[src/adc_pwr_pkg.sv]
package adc_pwr_pkg;
   localparam int unsigned CLK_HZ = 25000000;
   localparam int unsigned WAKE_US = 100;
   localparam int unsigned WAKE_CYC = WAKE_US * (CLK_HZ / 1000000);
   localparam int unsigned STBY_CYC = 200;
   localparam int unsigned NCH = 4;
   localparam int unsigned MIN_RATE_HZ = 1000000;
   localparam int unsigned STOP_CYC = CLK_HZ / MIN_RATE_HZ;
   localparam int unsigned MIN_AMP_MV = 400;
   // register byte addresses
   localparam logic [3:0] ADR_CTRL = 4'h0;
   localparam logic [3:0] ADR_GAIN = 4'h4;
   localparam logic [3:0] ADR_STAT = 4'h8;
   // control fields
   localparam int unsigned CTRL_PDN = 0;
   localparam int unsigned CTRL_REF = 1;
   localparam int unsigned CTRL_STBY = 4;
   // gain fields
   localparam int unsigned GAIN_FINE = 0;
   localparam int unsigned GAIN_COARSE = 4;
   localparam int unsigned GAIN_CLK = 8;
   localparam logic [2:0] FINE_MAX = 3'h6;
   localparam logic [2:0] FINE_RST = 3'h0;
   localparam logic [2:0] CLKG_MAX = 3'h4;
   localparam logic [2:0] CLKG_RST = 3'h1;
   // status fields
   localparam int unsigned ST_VALID = 0;
   localparam int unsigned ST_STOP = 4;
   localparam int unsigned ST_AWAKE = 5;
   localparam logic [1:0] ST_SYNC_W = 2'h2;
   typedef enum logic [1:0] {
      PS_OFF = 2'b00,
      PS_WAKE = 2'b01,
      PS_RUN = 2'b10
   } pwr_state_e;
endpackage

[src/adc_power_and_gain_control.sv]
// Design decisions made here: the address map and the Wishbone interface to the registers.
`timescale 1ns/10ps
module adc_power_and_gain_control #(
   parameter int unsigned WAKE_CYCLES = adc_pwr_pkg::WAKE_CYC
) (
   input wire logic clk_i,
   input wire logic rst_i,
   input wire logic [31:0] adr_i,
   input wire logic [31:0] dat_i,
   output logic [31:0] dat_o,
   input wire logic we_i,
   input wire logic [3:0] sel_i,
   input wire logic cyc_i,
   input wire logic stb_i,
   output logic ack_o,
   input wire logic samp_clk_i,
   input wire logic [15:0] clk_amp_mv_i,
   output logic [3:0] conv_pwr_o,
   output logic ref_pwr_o,
   output logic pll_pwr_o,
   output logic lvds_pwr_o,
   output logic lvds_oe_n_o,
   output logic [3:0] data_valid_o,
   output logic ref_internal_o,
   output logic cm_pin_oe_n_o,
   output logic [2:0] fine_gain_o,
   output logic coarse_gain_o,
   output logic [2:0] clock_buffer_gain_field_o
);
   localparam int unsigned N = adc_pwr_pkg::NCH;
   localparam logic [31:0] WAKE_MAX = 32'(WAKE_CYCLES);
   localparam logic [7:0] STBY_MAX = 8'(adc_pwr_pkg::STBY_CYC);
   localparam logic [7:0] STOP_MAX = 8'(adc_pwr_pkg::STOP_CYC);
   localparam logic [15:0] AMP_MIN = 16'(adc_pwr_pkg::MIN_AMP_MV);

   function automatic logic [2:0] clip3(input logic [2:0] v,
                                        input logic [2:0] mx);
      clip3 = (v > mx) ? mx : v;
   endfunction

   // register state
   logic chip_power_down_bit_q, chip_power_down_bit_d;
   logic ref_ext_q, ref_ext_d;
   logic [3:0] channel_standby_bits_q, channel_standby_bits_d;
   logic [2:0] fine_q, fine_d;
   logic coarse_q, coarse_d;
   logic [2:0] clkg_q, clkg_d;
   logic ack_q, ack_d;
   logic [31:0] rdat_q, rdat_d;
   // power state
   logic [2:0] samp_sync_q, samp_sync_d;
   logic [7:0] stop_cnt_q, stop_cnt_d;
   logic stop_q, stop_d;
   adc_pwr_pkg::pwr_state_e ps_q, ps_d;
   logic [31:0] wake_q, wake_d;
   logic [7:0] stby_cnt_q [N];
   logic [7:0] stby_cnt_d [N];
   logic [3:0] valid_q, valid_d;
   logic [3:0] conv_q, conv_d;
   logic pwr_q, pwr_d;
   logic lvds_q, lvds_d;
   logic oe_n_q, oe_n_d, ref_int_q, ref_int_d, cm_oe_n_q, cm_oe_n_d;

   wire logic req = cyc_i && stb_i && !ack_q;
   wire logic amp_low = (clkg_q == adc_pwr_pkg::CLKG_RST) &&
                        (clk_amp_mv_i < AMP_MIN);

   // register bus
   always_comb
   begin
      chip_power_down_bit_d = chip_power_down_bit_q;
      ref_ext_d = ref_ext_q;
      channel_standby_bits_d = channel_standby_bits_q;
      fine_d = fine_q;
      coarse_d = coarse_q;
      clkg_d = clkg_q;
      ack_d = req;
      rdat_d = rdat_q;
      if (req && we_i && sel_i[0])
      begin
         case (adr_i[3:0])
            adc_pwr_pkg::ADR_CTRL:
            begin
               chip_power_down_bit_d = dat_i[adc_pwr_pkg::CTRL_PDN];
               ref_ext_d = dat_i[adc_pwr_pkg::CTRL_REF];
               channel_standby_bits_d =
                  dat_i[adc_pwr_pkg::CTRL_STBY +: 4];
            end
            adc_pwr_pkg::ADR_GAIN:
            begin
               fine_d = clip3(dat_i[adc_pwr_pkg::GAIN_FINE +: 3],
                              adc_pwr_pkg::FINE_MAX);
               coarse_d = dat_i[adc_pwr_pkg::GAIN_COARSE];
            end
            default:
            begin
            end
         endcase
      end
      if (req && we_i && sel_i[1] && adr_i[3:0] == adc_pwr_pkg::ADR_GAIN)
      begin
         clkg_d = clip3(dat_i[adc_pwr_pkg::GAIN_CLK +: 3],
                        adc_pwr_pkg::CLKG_MAX);
      end
      if (req && !we_i)
      begin
         rdat_d = '0;
         case (adr_i[3:0])
            adc_pwr_pkg::ADR_CTRL:
            begin
               rdat_d[adc_pwr_pkg::CTRL_PDN] = chip_power_down_bit_q;
               rdat_d[adc_pwr_pkg::CTRL_REF] = ref_ext_q;
               rdat_d[adc_pwr_pkg::CTRL_STBY +: 4] = channel_standby_bits_q;
            end
            adc_pwr_pkg::ADR_GAIN:
            begin
               rdat_d[adc_pwr_pkg::GAIN_FINE +: 3] = fine_q;
               rdat_d[adc_pwr_pkg::GAIN_COARSE] = coarse_q;
               rdat_d[adc_pwr_pkg::GAIN_CLK +: 3] = clkg_q;
            end
            adc_pwr_pkg::ADR_STAT:
            begin
               rdat_d[adc_pwr_pkg::ST_VALID +: 4] = valid_q;
               rdat_d[adc_pwr_pkg::ST_STOP] = stop_q;
               rdat_d[adc_pwr_pkg::ST_AWAKE] = (ps_q == adc_pwr_pkg::PS_RUN);
            end
            default:
            begin
            end
         endcase
      end
      ref_int_d = !ref_ext_d;
      cm_oe_n_d = ref_ext_d;
   end

   always_ff @(posedge clk_i)
   begin
      if (rst_i)
      begin
         chip_power_down_bit_q <= 1'b0;
         ref_ext_q <= 1'b0;
         channel_standby_bits_q <= 4'h0;
         fine_q <= adc_pwr_pkg::FINE_RST;
         coarse_q <= 1'b0;
         clkg_q <= adc_pwr_pkg::CLKG_RST;
         ack_q <= 1'b0;
         rdat_q <= 32'h0;
         ref_int_q <= 1'b1;
         cm_oe_n_q <= 1'b0;
      end
      else
      begin
         chip_power_down_bit_q <= chip_power_down_bit_d;
         ref_ext_q <= ref_ext_d;
         channel_standby_bits_q <= channel_standby_bits_d;
         fine_q <= fine_d;
         coarse_q <= coarse_d;
         clkg_q <= clkg_d;
         ack_q <= ack_d;
         rdat_q <= rdat_d;
         ref_int_q <= ref_int_d;
         cm_oe_n_q <= cm_oe_n_d;
      end
   end

   // clock stop detect, power sequencing and channel wake
   always_comb
   begin
      samp_sync_d = {samp_sync_q[1:0], samp_clk_i};
      stop_cnt_d = stop_cnt_q;
      stop_d = stop_q;
      if (samp_sync_q[2] != samp_sync_q[1])
      begin
         stop_cnt_d = 8'h0;
      end
      else if (stop_cnt_q != STOP_MAX)
      begin
         stop_cnt_d = stop_cnt_q + 8'h1;
      end
      // slow sample clock or low swing at default buffer gain
      stop_d = (stop_cnt_q == STOP_MAX) || amp_low;
      ps_d = ps_q;
      wake_d = wake_q;
      case (ps_q)
         adc_pwr_pkg::PS_OFF:
         begin
            wake_d = 32'h0;
            if (!chip_power_down_bit_q && !stop_q)
            begin
               ps_d = adc_pwr_pkg::PS_WAKE;
            end
         end
         adc_pwr_pkg::PS_WAKE:
         begin
            wake_d = wake_q + 32'h1;
            if (chip_power_down_bit_q || stop_q)
            begin
               ps_d = adc_pwr_pkg::PS_OFF;
            end
            else if (wake_q >= WAKE_MAX - 32'h1)
            begin
               ps_d = adc_pwr_pkg::PS_RUN;
            end
         end
         adc_pwr_pkg::PS_RUN:
         begin
            if (chip_power_down_bit_q || stop_q)
            begin
               ps_d = adc_pwr_pkg::PS_OFF;
            end
         end
         default:
         begin
            ps_d = adc_pwr_pkg::PS_OFF;
         end
      endcase
      pwr_d = !chip_power_down_bit_q;
      lvds_d = !chip_power_down_bit_q && !stop_q;
      oe_n_d = !lvds_d;
      for (int i = 0; i < N; i++)
      begin
         conv_d[i] = lvds_d && !channel_standby_bits_q[i];
         stby_cnt_d[i] = stby_cnt_q[i];
         if (!conv_q[i] || ps_q != adc_pwr_pkg::PS_RUN)
         begin
            stby_cnt_d[i] = 8'h0;
         end
         else if (stby_cnt_q[i] != STBY_MAX)
         begin
            stby_cnt_d[i] = stby_cnt_q[i] + 8'h1;
         end
         // after a global wake the channel counter is skipped
         valid_d[i] = conv_q[i] && ps_q == adc_pwr_pkg::PS_RUN &&
                      (stby_cnt_q[i] == STBY_MAX || valid_q[i]);
      end
      if (ps_q == adc_pwr_pkg::PS_WAKE && ps_d == adc_pwr_pkg::PS_RUN)
      begin
         for (int i = 0; i < N; i++)
         begin
            valid_d[i] = conv_q[i];
         end
      end
   end

   always_ff @(posedge clk_i)
   begin
      if (rst_i)
      begin
         samp_sync_q <= 3'h0;
         stop_cnt_q <= 8'h0;
         stop_q <= 1'b0;
         ps_q <= adc_pwr_pkg::PS_OFF;
         wake_q <= 32'h0;
         valid_q <= 4'h0;
         conv_q <= 4'h0;
         pwr_q <= 1'b0;
         lvds_q <= 1'b0;
         oe_n_q <= 1'b1;
         for (int i = 0; i < N; i++)
         begin
            stby_cnt_q[i] <= 8'h0;
         end
      end
      else
      begin
         samp_sync_q <= samp_sync_d;
         stop_cnt_q <= stop_cnt_d;
         stop_q <= stop_d;
         ps_q <= ps_d;
         wake_q <= wake_d;
         valid_q <= valid_d;
         conv_q <= conv_d;
         pwr_q <= pwr_d;
         lvds_q <= lvds_d;
         oe_n_q <= oe_n_d;
         stby_cnt_q <= stby_cnt_d;
      end
   end

   assign dat_o = rdat_q;
   assign ack_o = ack_q;
   assign conv_pwr_o = conv_q;
   assign ref_pwr_o = pwr_q;
   assign pll_pwr_o = pwr_q;
   assign lvds_pwr_o = lvds_q;
   assign lvds_oe_n_o = oe_n_q;
   assign data_valid_o = valid_q;
   assign ref_internal_o = ref_int_q;
   assign cm_pin_oe_n_o = cm_oe_n_q;
   assign fine_gain_o = fine_q;
   assign coarse_gain_o = coarse_q;
   assign clock_buffer_gain_field_o = clkg_q;

   a_pdn_hiz: assert property (@(posedge clk_i) disable iff (rst_i)
      chip_power_down_bit_q |=> lvds_oe_n_o && !ref_pwr_o && !pll_pwr_o)
      else $error("outputs not off in power down");
   a_pdn_conv: assert property (@(posedge clk_i) disable iff (rst_i)
      chip_power_down_bit_q |=> conv_pwr_o == 4'h0)
      else $error("converters on in power down");
   a_wake_early: assert property (@(posedge clk_i) disable iff (rst_i)
      ps_q == adc_pwr_pkg::PS_WAKE |-> valid_q == 4'h0)
      else $error("data valid during wake");
   a_stop_lvds: assert property (@(posedge clk_i) disable iff (rst_i)
      stop_q |=> !lvds_pwr_o && conv_pwr_o == 4'h0)
      else $error("lvds on in clock stop");
   a_stby_lvds: assert property (@(posedge clk_i) disable iff (rst_i)
      channel_standby_bits_q[0] && !chip_power_down_bit_q && !stop_q
      |=> !conv_pwr_o[0] && lvds_pwr_o)
      else $error("standby wrong");
   a_stby_valid: assert property (@(posedge clk_i) disable iff (rst_i)
      $rose(valid_q[0]) && $past(ps_q) == adc_pwr_pkg::PS_RUN |->
      stby_cnt_q[0] == STBY_MAX)
      else $error("channel valid too early");
   a_fine_range: assert property (@(posedge clk_i) disable iff (rst_i)
      fine_q <= adc_pwr_pkg::FINE_MAX)
      else $error("fine gain out of range");
   a_clkg_range: assert property (@(posedge clk_i) disable iff (rst_i)
      clkg_q <= adc_pwr_pkg::CLKG_MAX)
      else $error("clock gain out of range");
   a_gain_reset: assert property (@(posedge clk_i)
      $fell(rst_i) |-> fine_q == 3'h0 && !coarse_q && clkg_q == 3'h1)
      else $error("gain reset values wrong");
   a_ref_pin: assert property (@(posedge clk_i) disable iff (rst_i)
      ref_internal_o != cm_pin_oe_n_o && ref_internal_o != ref_ext_q)
      else $error("reference pin mode wrong");
endmodule

[config.mk]
export PLATFORM = sky130hd
export DESIGN_NAME = adc_power_and_gain_control
export DESIGN_NICKNAME = d
export VERILOG_FILES = /design/src/adc_pwr_pkg.sv /design/src/adc_power_and_gain_control.sv
export SDC_FILE = /design/constraint.sdc
export NUM_CORES = 1
export LEC_CHECK = 0
export ABC_AREA = 1
export BUFFER_PORTS_ARGS = -buffer_cell sky130_fd_sc_hd__buf_2
export CORE_MARGIN = 2
export CORE_UTILIZATION = 53
export DETAILED_ROUTE_END_ITERATION = 8
export PLACE_DENSITY = 0.8
export SLEW_MARGIN = 5
export SYNTH_ARGS = -nofsm -noshare
export SYNTH_HDL_FRONTEND = slang
export SYNTH_SLANG_ARGS = --single-unit
[constraint.sdc]
create_clock -name clk_i -period 2 [get_ports clk_i]
set_input_delay 0.1 -clock clk_i [delete_from_list [all_inputs] [get_ports clk_i]]
set_output_delay 0.1 -clock clk_i [all_outputs]
set_load 0.005 [all_outputs]
==> qor.yml, run 1 <==
run_status: "finished, violations left"
violations: "setup timing"
cts_htree_levels: 4
cp_data_required_time_ns: 2.47
yosys_warnings: 0
yosysSeqAreaShare: 0.406
synth_flop_cell: "dfxtp_1"
hp-class: "input port to register"
ys_types: 41
grt_pass1_vias: 5014
syn_inst: 803
crit_family: "buffers and inverters"
synth_area_leaders: "dfxtp_1 41%, nand2_1 11%, nor2_1 10%"
pin_count: 144
drive_gt1_frac: 0.178
crit_chain: "dlygate4sd3_1 -> buf_2 -> nor3_4 -> dlygate4sd3_1 -> nand2_1 -> a31oi_1 -> dlygate4sd3_1"
finalWirelength_um: 14700
synth_edf_count: 0
placed_area_mm2: 0.00608
synth_top_cell_by_area: "dfxtp_1"
drtIter0Drc: 578
clk_pin_slew_ns: 0.06
n_fill_cell: 834
coreArea_mm2: 0.0104
cpMaxStageDelayCell: "dlygate4sd3_1"
leakage_nw: 2.86
drt_pass1_iterations: 6
grt_pass1_wl_um: 22900
worst_slack_ns: -0.00578
cts_buffers: 17
via_per_inst: 5.21
place_inst: 1000
ant_nets: 0
skew_ns: 0.00742
setup-tns-final_ns: -0.00578
avgSynthCellArea_um2: 7.06
place_congestion: 0.857
clock-root-buffer: "clkbuf_8"
stdcell_count: 1064
critPathLaunchType: "input port"
wl_met2_um: 6960
fin_crit_sh: 1.00
slowest_delay_ns: 0.62
dpl.hpwl_um: 9020
postSynth.asyncResetShare: 0
hold_violations: 0
synth_seq_cells: 115
holdWs_ns: 0.0533
maxSlewViolCount: 0
dr.max_layer_used: "met4"
io_buffer_count: 66
cpMostUsedCell: "dlygate4sd3_1"
cts_tree: "yes"
wl_met3_um: 960
netlist.area_leader.share: 0.406
ctsLongestPathBuffers: 2
drv_cap: 0
yosysMostFrequentCell: "nand2_1"
nets: 1016
antenna_found_initial: 0
crit_type: "input port to register"
max_freq_mhz: 499
die_x_um: 107
die_area_mm2: 0.0115
row_count: 37
ir_drop_mv: 0.582
cp.buffers_inverters: 4
finish.utilization: 0.679
wl_per_cell_um: 13.8
setup_viol: 1
drcViolationCount: 0
die_y_um: 107
grt_max_degree: 27
yosys-top-cells-count: "164 x nand2_1, 153 x nor2_1, 115 x dfxtp_1, 80 x inv_1, 46 x a21oi_1"
track_usage: 0.248
synthesis.area_mm2: 0.00567
globalRoute.totalOverflow: 0
clk_latency_ns: 0.53
cp.arrival_ns: 2.48
fin_crit_ns: 2.01
n_antenna_cell: 0
power_density_mw_per_mm2: 821
start_util: 0.547
vias: 5541
endpoint_kind: "register"
critical_path_peak_fanout: 5
stdcell_area_mm2: 0.00704
drt-met1-wl_um: 6270
cts.sinks: 115
syn_to_final_growth_pct: 24.1
-- what timing repair did --
action / CTS / global route
gates resized for setup: 0 / 7
setup endpoints to repair: 0 / 5
hold buffers: 28 / 0
endpoints found under the hold margin: 21 / 0
buffers inserted: 0 / 5
-- stage by stage --
step	worst slack, ns	power (mW)
after floorplan	0.596	2.51
after global placement	0.447	2.55
after detailed placement	0.428	2.55
after CTS	0.0374	5.76
after global routing	-0.0422	5.92
final	-0.00578	5.78
-- sequential cells by signal (all words and copies together) (netlist names), 2 cells and up --
register,cells
clock_buffer_gain_field_o,3
channel_standby_bits_q,4
stby_cnt_q,32
fine_gain_o,3
dat_o,11
ps_q,2
stop_cnt_q,8
wake_q,32
samp_sync_q,3
data_valid_o,4
conv_pwr_o,4
-- cell usage in the layout, fill, tap and decap left out, types with 15 or more instances in the layout --
cell and instances:
dlygate4sd3_1 27, a21oi_1 46, nand2_1 162, nor3_1 15, o21ai_0 31, nand3_1 44, conb_1 21, inv_1 79
nor2_1 152, buf_2 66, clkbuf_16 16, dfxtp_1 115
-- worst reg2reg max path: stages, from the launching register on --
cell           delay, ns
dfxtp_1             0.32
nor2_2              0.15
inv_1               0.10
nor2_4              0.14
nand2_2             0.09
nor2_4              0.19
inv_2               0.09
nor2_1              0.13
nor2_1              0.06
dlygate4sd3_1       0.55
-- metal layers --
layer / vias to the layer above / global-route usage
li1: 2762 / -
met1: 2481 / 0.314
met2: 238 / 0.402
met3: 60 / 0.0684
met4: 0 / 0.0980
met5: - / 0
-- power by group --
group / leakage [nW] / switching, mW / internal (mW)
Sequential: 0.931 / 0.0177 / 2.32
Clock: 0.305 / 1.04 / 2.17
Combinational: 1.62 / 0.136 / 0.0931
-- layout make-up --
| type | instances | area [um^2] | share of cell area |
|---|---|---|---|
| Clock buffer | 21 | 439 | 0.0624 |
| Inverter | 90 | 342 | 0.0485 |
| Sequential cell | 115 | 2300 | 0.327 |
| Multi-Input combinational cell | 589 | 2930 | 0.417 |
| Clock inverter | 11 | 183 | 0.0260 |
| Tap cell | 136 | 170 | 0.0242 |
| Timing Repair Buffer | 102 | 668 | 0.0949 |
-- kinds of logic after synthesis --
kind of cell | synth area share
DFF | 0.406
other | 0.000661
buffers and inverters | 0.0940
and+or+nand+nor | 0.353
AOI/OAI and AO/OA | 0.0924
adders and majority gates | 0.0243
xor gates and xnor gates | 0.0293
-- final timing paths --
check                 start                         to  cells past startpoint  slack [ns]
max                adr_i[2]                   dat_o[5]                      7      -0.006
min                sel_i[0]             ref_internal_o                      5        0.05
max reg2reg           ack_o  channel_standby_bits_q[3]                      9        0.07
min reg2reg  samp_sync_q[0]             samp_sync_q[1]                      2        0.41
No activity file was read; power rests on OpenSTA's default activity.
==> run 2: changes to the inputs <==
--- a/config.mk
+++ b/config.mk
@@ -6,11 +6,12 @@
 export NUM_CORES = 1
 export LEC_CHECK = 0
 export ABC_AREA = 1
-export BUFFER_PORTS_ARGS = -buffer_cell sky130_fd_sc_hd__buf_2
+export BUFFER_PORTS_ARGS = -buffer_cell sky130_fd_sc_hd__buf_4
 export CORE_MARGIN = 2
 export CORE_UTILIZATION = 53
 export DETAILED_ROUTE_END_ITERATION = 8
 export PLACE_DENSITY = 0.8
+export SETUP_SLACK_MARGIN = 0.05
 export SLEW_MARGIN = 5
 export SYNTH_ARGS = -nofsm -noshare
 export SYNTH_HDL_FRONTEND = slang
==> qor.yml, run 2 (synthesized netlist as in run 1, its figures left out) <==
run_status: "finished clean"
finalWirelength_um: 14200  # -3.6%
io_buffer_count: 66  # unchanged
cts.sinks: 115  # unchanged
setup_viol: 0  # -1
crit_type: "register to register"
multi_input_area_mm2: 0.00292  # -0.60%
fin_crit_sh: 0.966  # -0.0371
endpoint_kind: "register"
final_cell_mix: "163 x nand2_1, 152 x nor2_1, 115 x dfxtp_1"
skew_ns: 0.00779  # +0.000367 ns
crit_chain: "nor2_2 -> inv_1 -> nor2_4 -> nand2_2 -> nor2_4 -> inv_4 -> nor2_1 -> nor2_1 -> dlygate4sd3_1"
r2r-end: "channel_standby_bits_q[0]"
place_inst: 1001  # +0.10%
die_x_um: 107  # unchanged
clock-root-buffer: "clkbuf_8"
grt_max_degree: 27  # unchanged
reg2regPathDepth: 9  # unchanged
drt_pass1_iterations: 5  # -1
worstReg2RegStart: "ack_o"
wl_met2_um: 6880  # -1.0%
fin_crit_ns: 1.93  # -0.0742 ns
cpMaxStageDelayCell: "dlygate4sd3_1"
slowest_delay_ns: 0.56  # -0.06 ns
cp-endpoint: "channel_standby_bits_q[0]"
n_fill_cell: 838  # +0.48%
worstHoldPathCells: 6  # +1
coreArea_mm2: 0.0104  # unchanged
final_common_cell: "nand2_1"
drcViolationCount: 0  # unchanged
finish.utilization: 0.692  # +0.0136
max_freq_mhz: 518  # +3.8%
hold_violations: 0  # unchanged
n_antenna_cell: 0  # unchanged
hp-class: "input port to register"
power_density_mw_per_mm2: 777  # -5.3%
worst_slack_ns: 0.0684  # +0.0742 ns
critical_path_peak_fanout: 7  # +2
track_usage: 0.249  # +0.000706
ant_nets: 0  # unchanged
wl_met3_um: 673  # -30%
cp_data_required_time_ns: 2.41  # -0.06 ns
grt_setup_unrepaired: "true"
cp.arrival_ns: 2.34  # -0.14 ns
maxSlewViolCount: 0  # unchanged
dr.max_layer_used: "met4"
row_count: 37  # unchanged
startpoint: "ack_o"
antenna_found_initial: 0  # unchanged
stdcell_count: 1066  # +0.19%
wl_per_cell_um: 13.3  # -3.8%
critPathLaunchType: "register"
cts_tree: "yes"
die_y_um: 107  # unchanged
syn_to_final_growth_pct: 26.6
vias: 5456  # -1.5%
power_mw: 5.58  # -3.4%
nets: 1019  # +0.30%
drive_gt1_frac: 0.175  # -0.00253
grt_pass1_vias: 5041  # +0.54%
leakage_nw: 2.91  # +1.6%
ctsLongestPathBuffers: 2  # unchanged
clk_latency_ns: 0.52  # about the same
clk_pin_slew_ns: 0.06  # about the same
start_util: 0.547  # unchanged
die_area_mm2: 0.0115  # unchanged
drv_cap: 0  # unchanged
drt-met1-wl_um: 6210  # -1.0%
via_per_inst: 5.12  # -1.7%
place_congestion: 0.911  # +6.4%
regArea_mm2: 0.00230  # unchanged
drtIter0Drc: 365  # -37%
cts_htree_levels: 4  # unchanged
globalRoute.totalOverflow: 0  # unchanged
place_ws_ns: 0.420  # -0.00843 ns
ff2ff_setup_slack_ns: 0.07  # about the same
dpl.hpwl_um: 9250  # +2.5%
grt_pass1_wl_um: 22900  # -0.18%
ir_drop_mv: 0.619  # +6.4%
cts_buffers: 17  # unchanged
pin_count: 144  # unchanged
## run 2: changes by cell type in the layout (fill, tap and decap cells not counted), moves of 2 or more
cell       before  now
buf_2          66    0
bufinv_16       5    3
buf_4           9   76
clkinv_4        0    2
clkinv_2        5    3
## run 2: area by class of cell
cell class | instances | area share
Tap cell | 136 | 0.0237
Clock inverter | 9 | 0.0181
Sequential cell | 115 | 0.321
Multi-Input combinational cell | 589 | 0.406
Timing Repair Buffer | 105 | 0.120
Inverter | 90 | 0.0479
Clock buffer | 22 | 0.0631
## run 2: metrics by stage
step	cell area [um^2]	setup TNS [ns]	hold WS (ns)
floorplan	5750	0	0.200
global placement	6250	0	0.304
detailed placement	6250	0	0.318
CTS	7130	0	0.0342
global route	7180	-0.00800	0.0903
finish	7180	0	0.0708
## run 2: repair_timing
| action | CTS | global route |
|---|---|---|
| hold endpoints to repair | 22 | 0 |
| endpoints found under the setup margin | 0 | 5 |
| setup buffers | 0 | 5 |
| hold buffers | 29 | 0 |
| resized for setup | 0 | 6 |
## run 2: per-layer routing
metal,track usage,vias to the layer above
met5,0,-
met4,0.108,0
met3,0.0587,34
met2,0.405,160
met1,0.316,2501
li1,-,2761
## run 2: worst min path at each step
stage / endpoint / slack (ns) / start
after CTS: clock_buffer_gain_field_o[2] / 0.03 / we_i
after global routing: ref_internal_o / 0.09 / sel_i[0]
after global placement: clock_buffer_gain_field_o[0] / 0.30 / dat_i[8]
after detailed placement: samp_sync_q[0] / 0.32 / samp_clk_i
final: dat_o[3] / 0.07 / adr_i[1]
after floorplan: ref_internal_o / 0.20 / dat_i[1]
## run 2: power by group
part	total (mW)	switching (mW)	internal (mW)	leakage [nW]
registers	2.33	0.0185	2.32	0.931
logic	0.247	0.128	0.119	1.69
clock network	3.00	1.04	1.95	0.285
## run 2: worst max-delay path: cells and delay by family (launching register included)
family | cells | cell delay, ns
buffers and inverters | 3 | 0.72
flip-flops | 1 | 0.33
AND/OR/NAND/NOR | 6 | 0.78
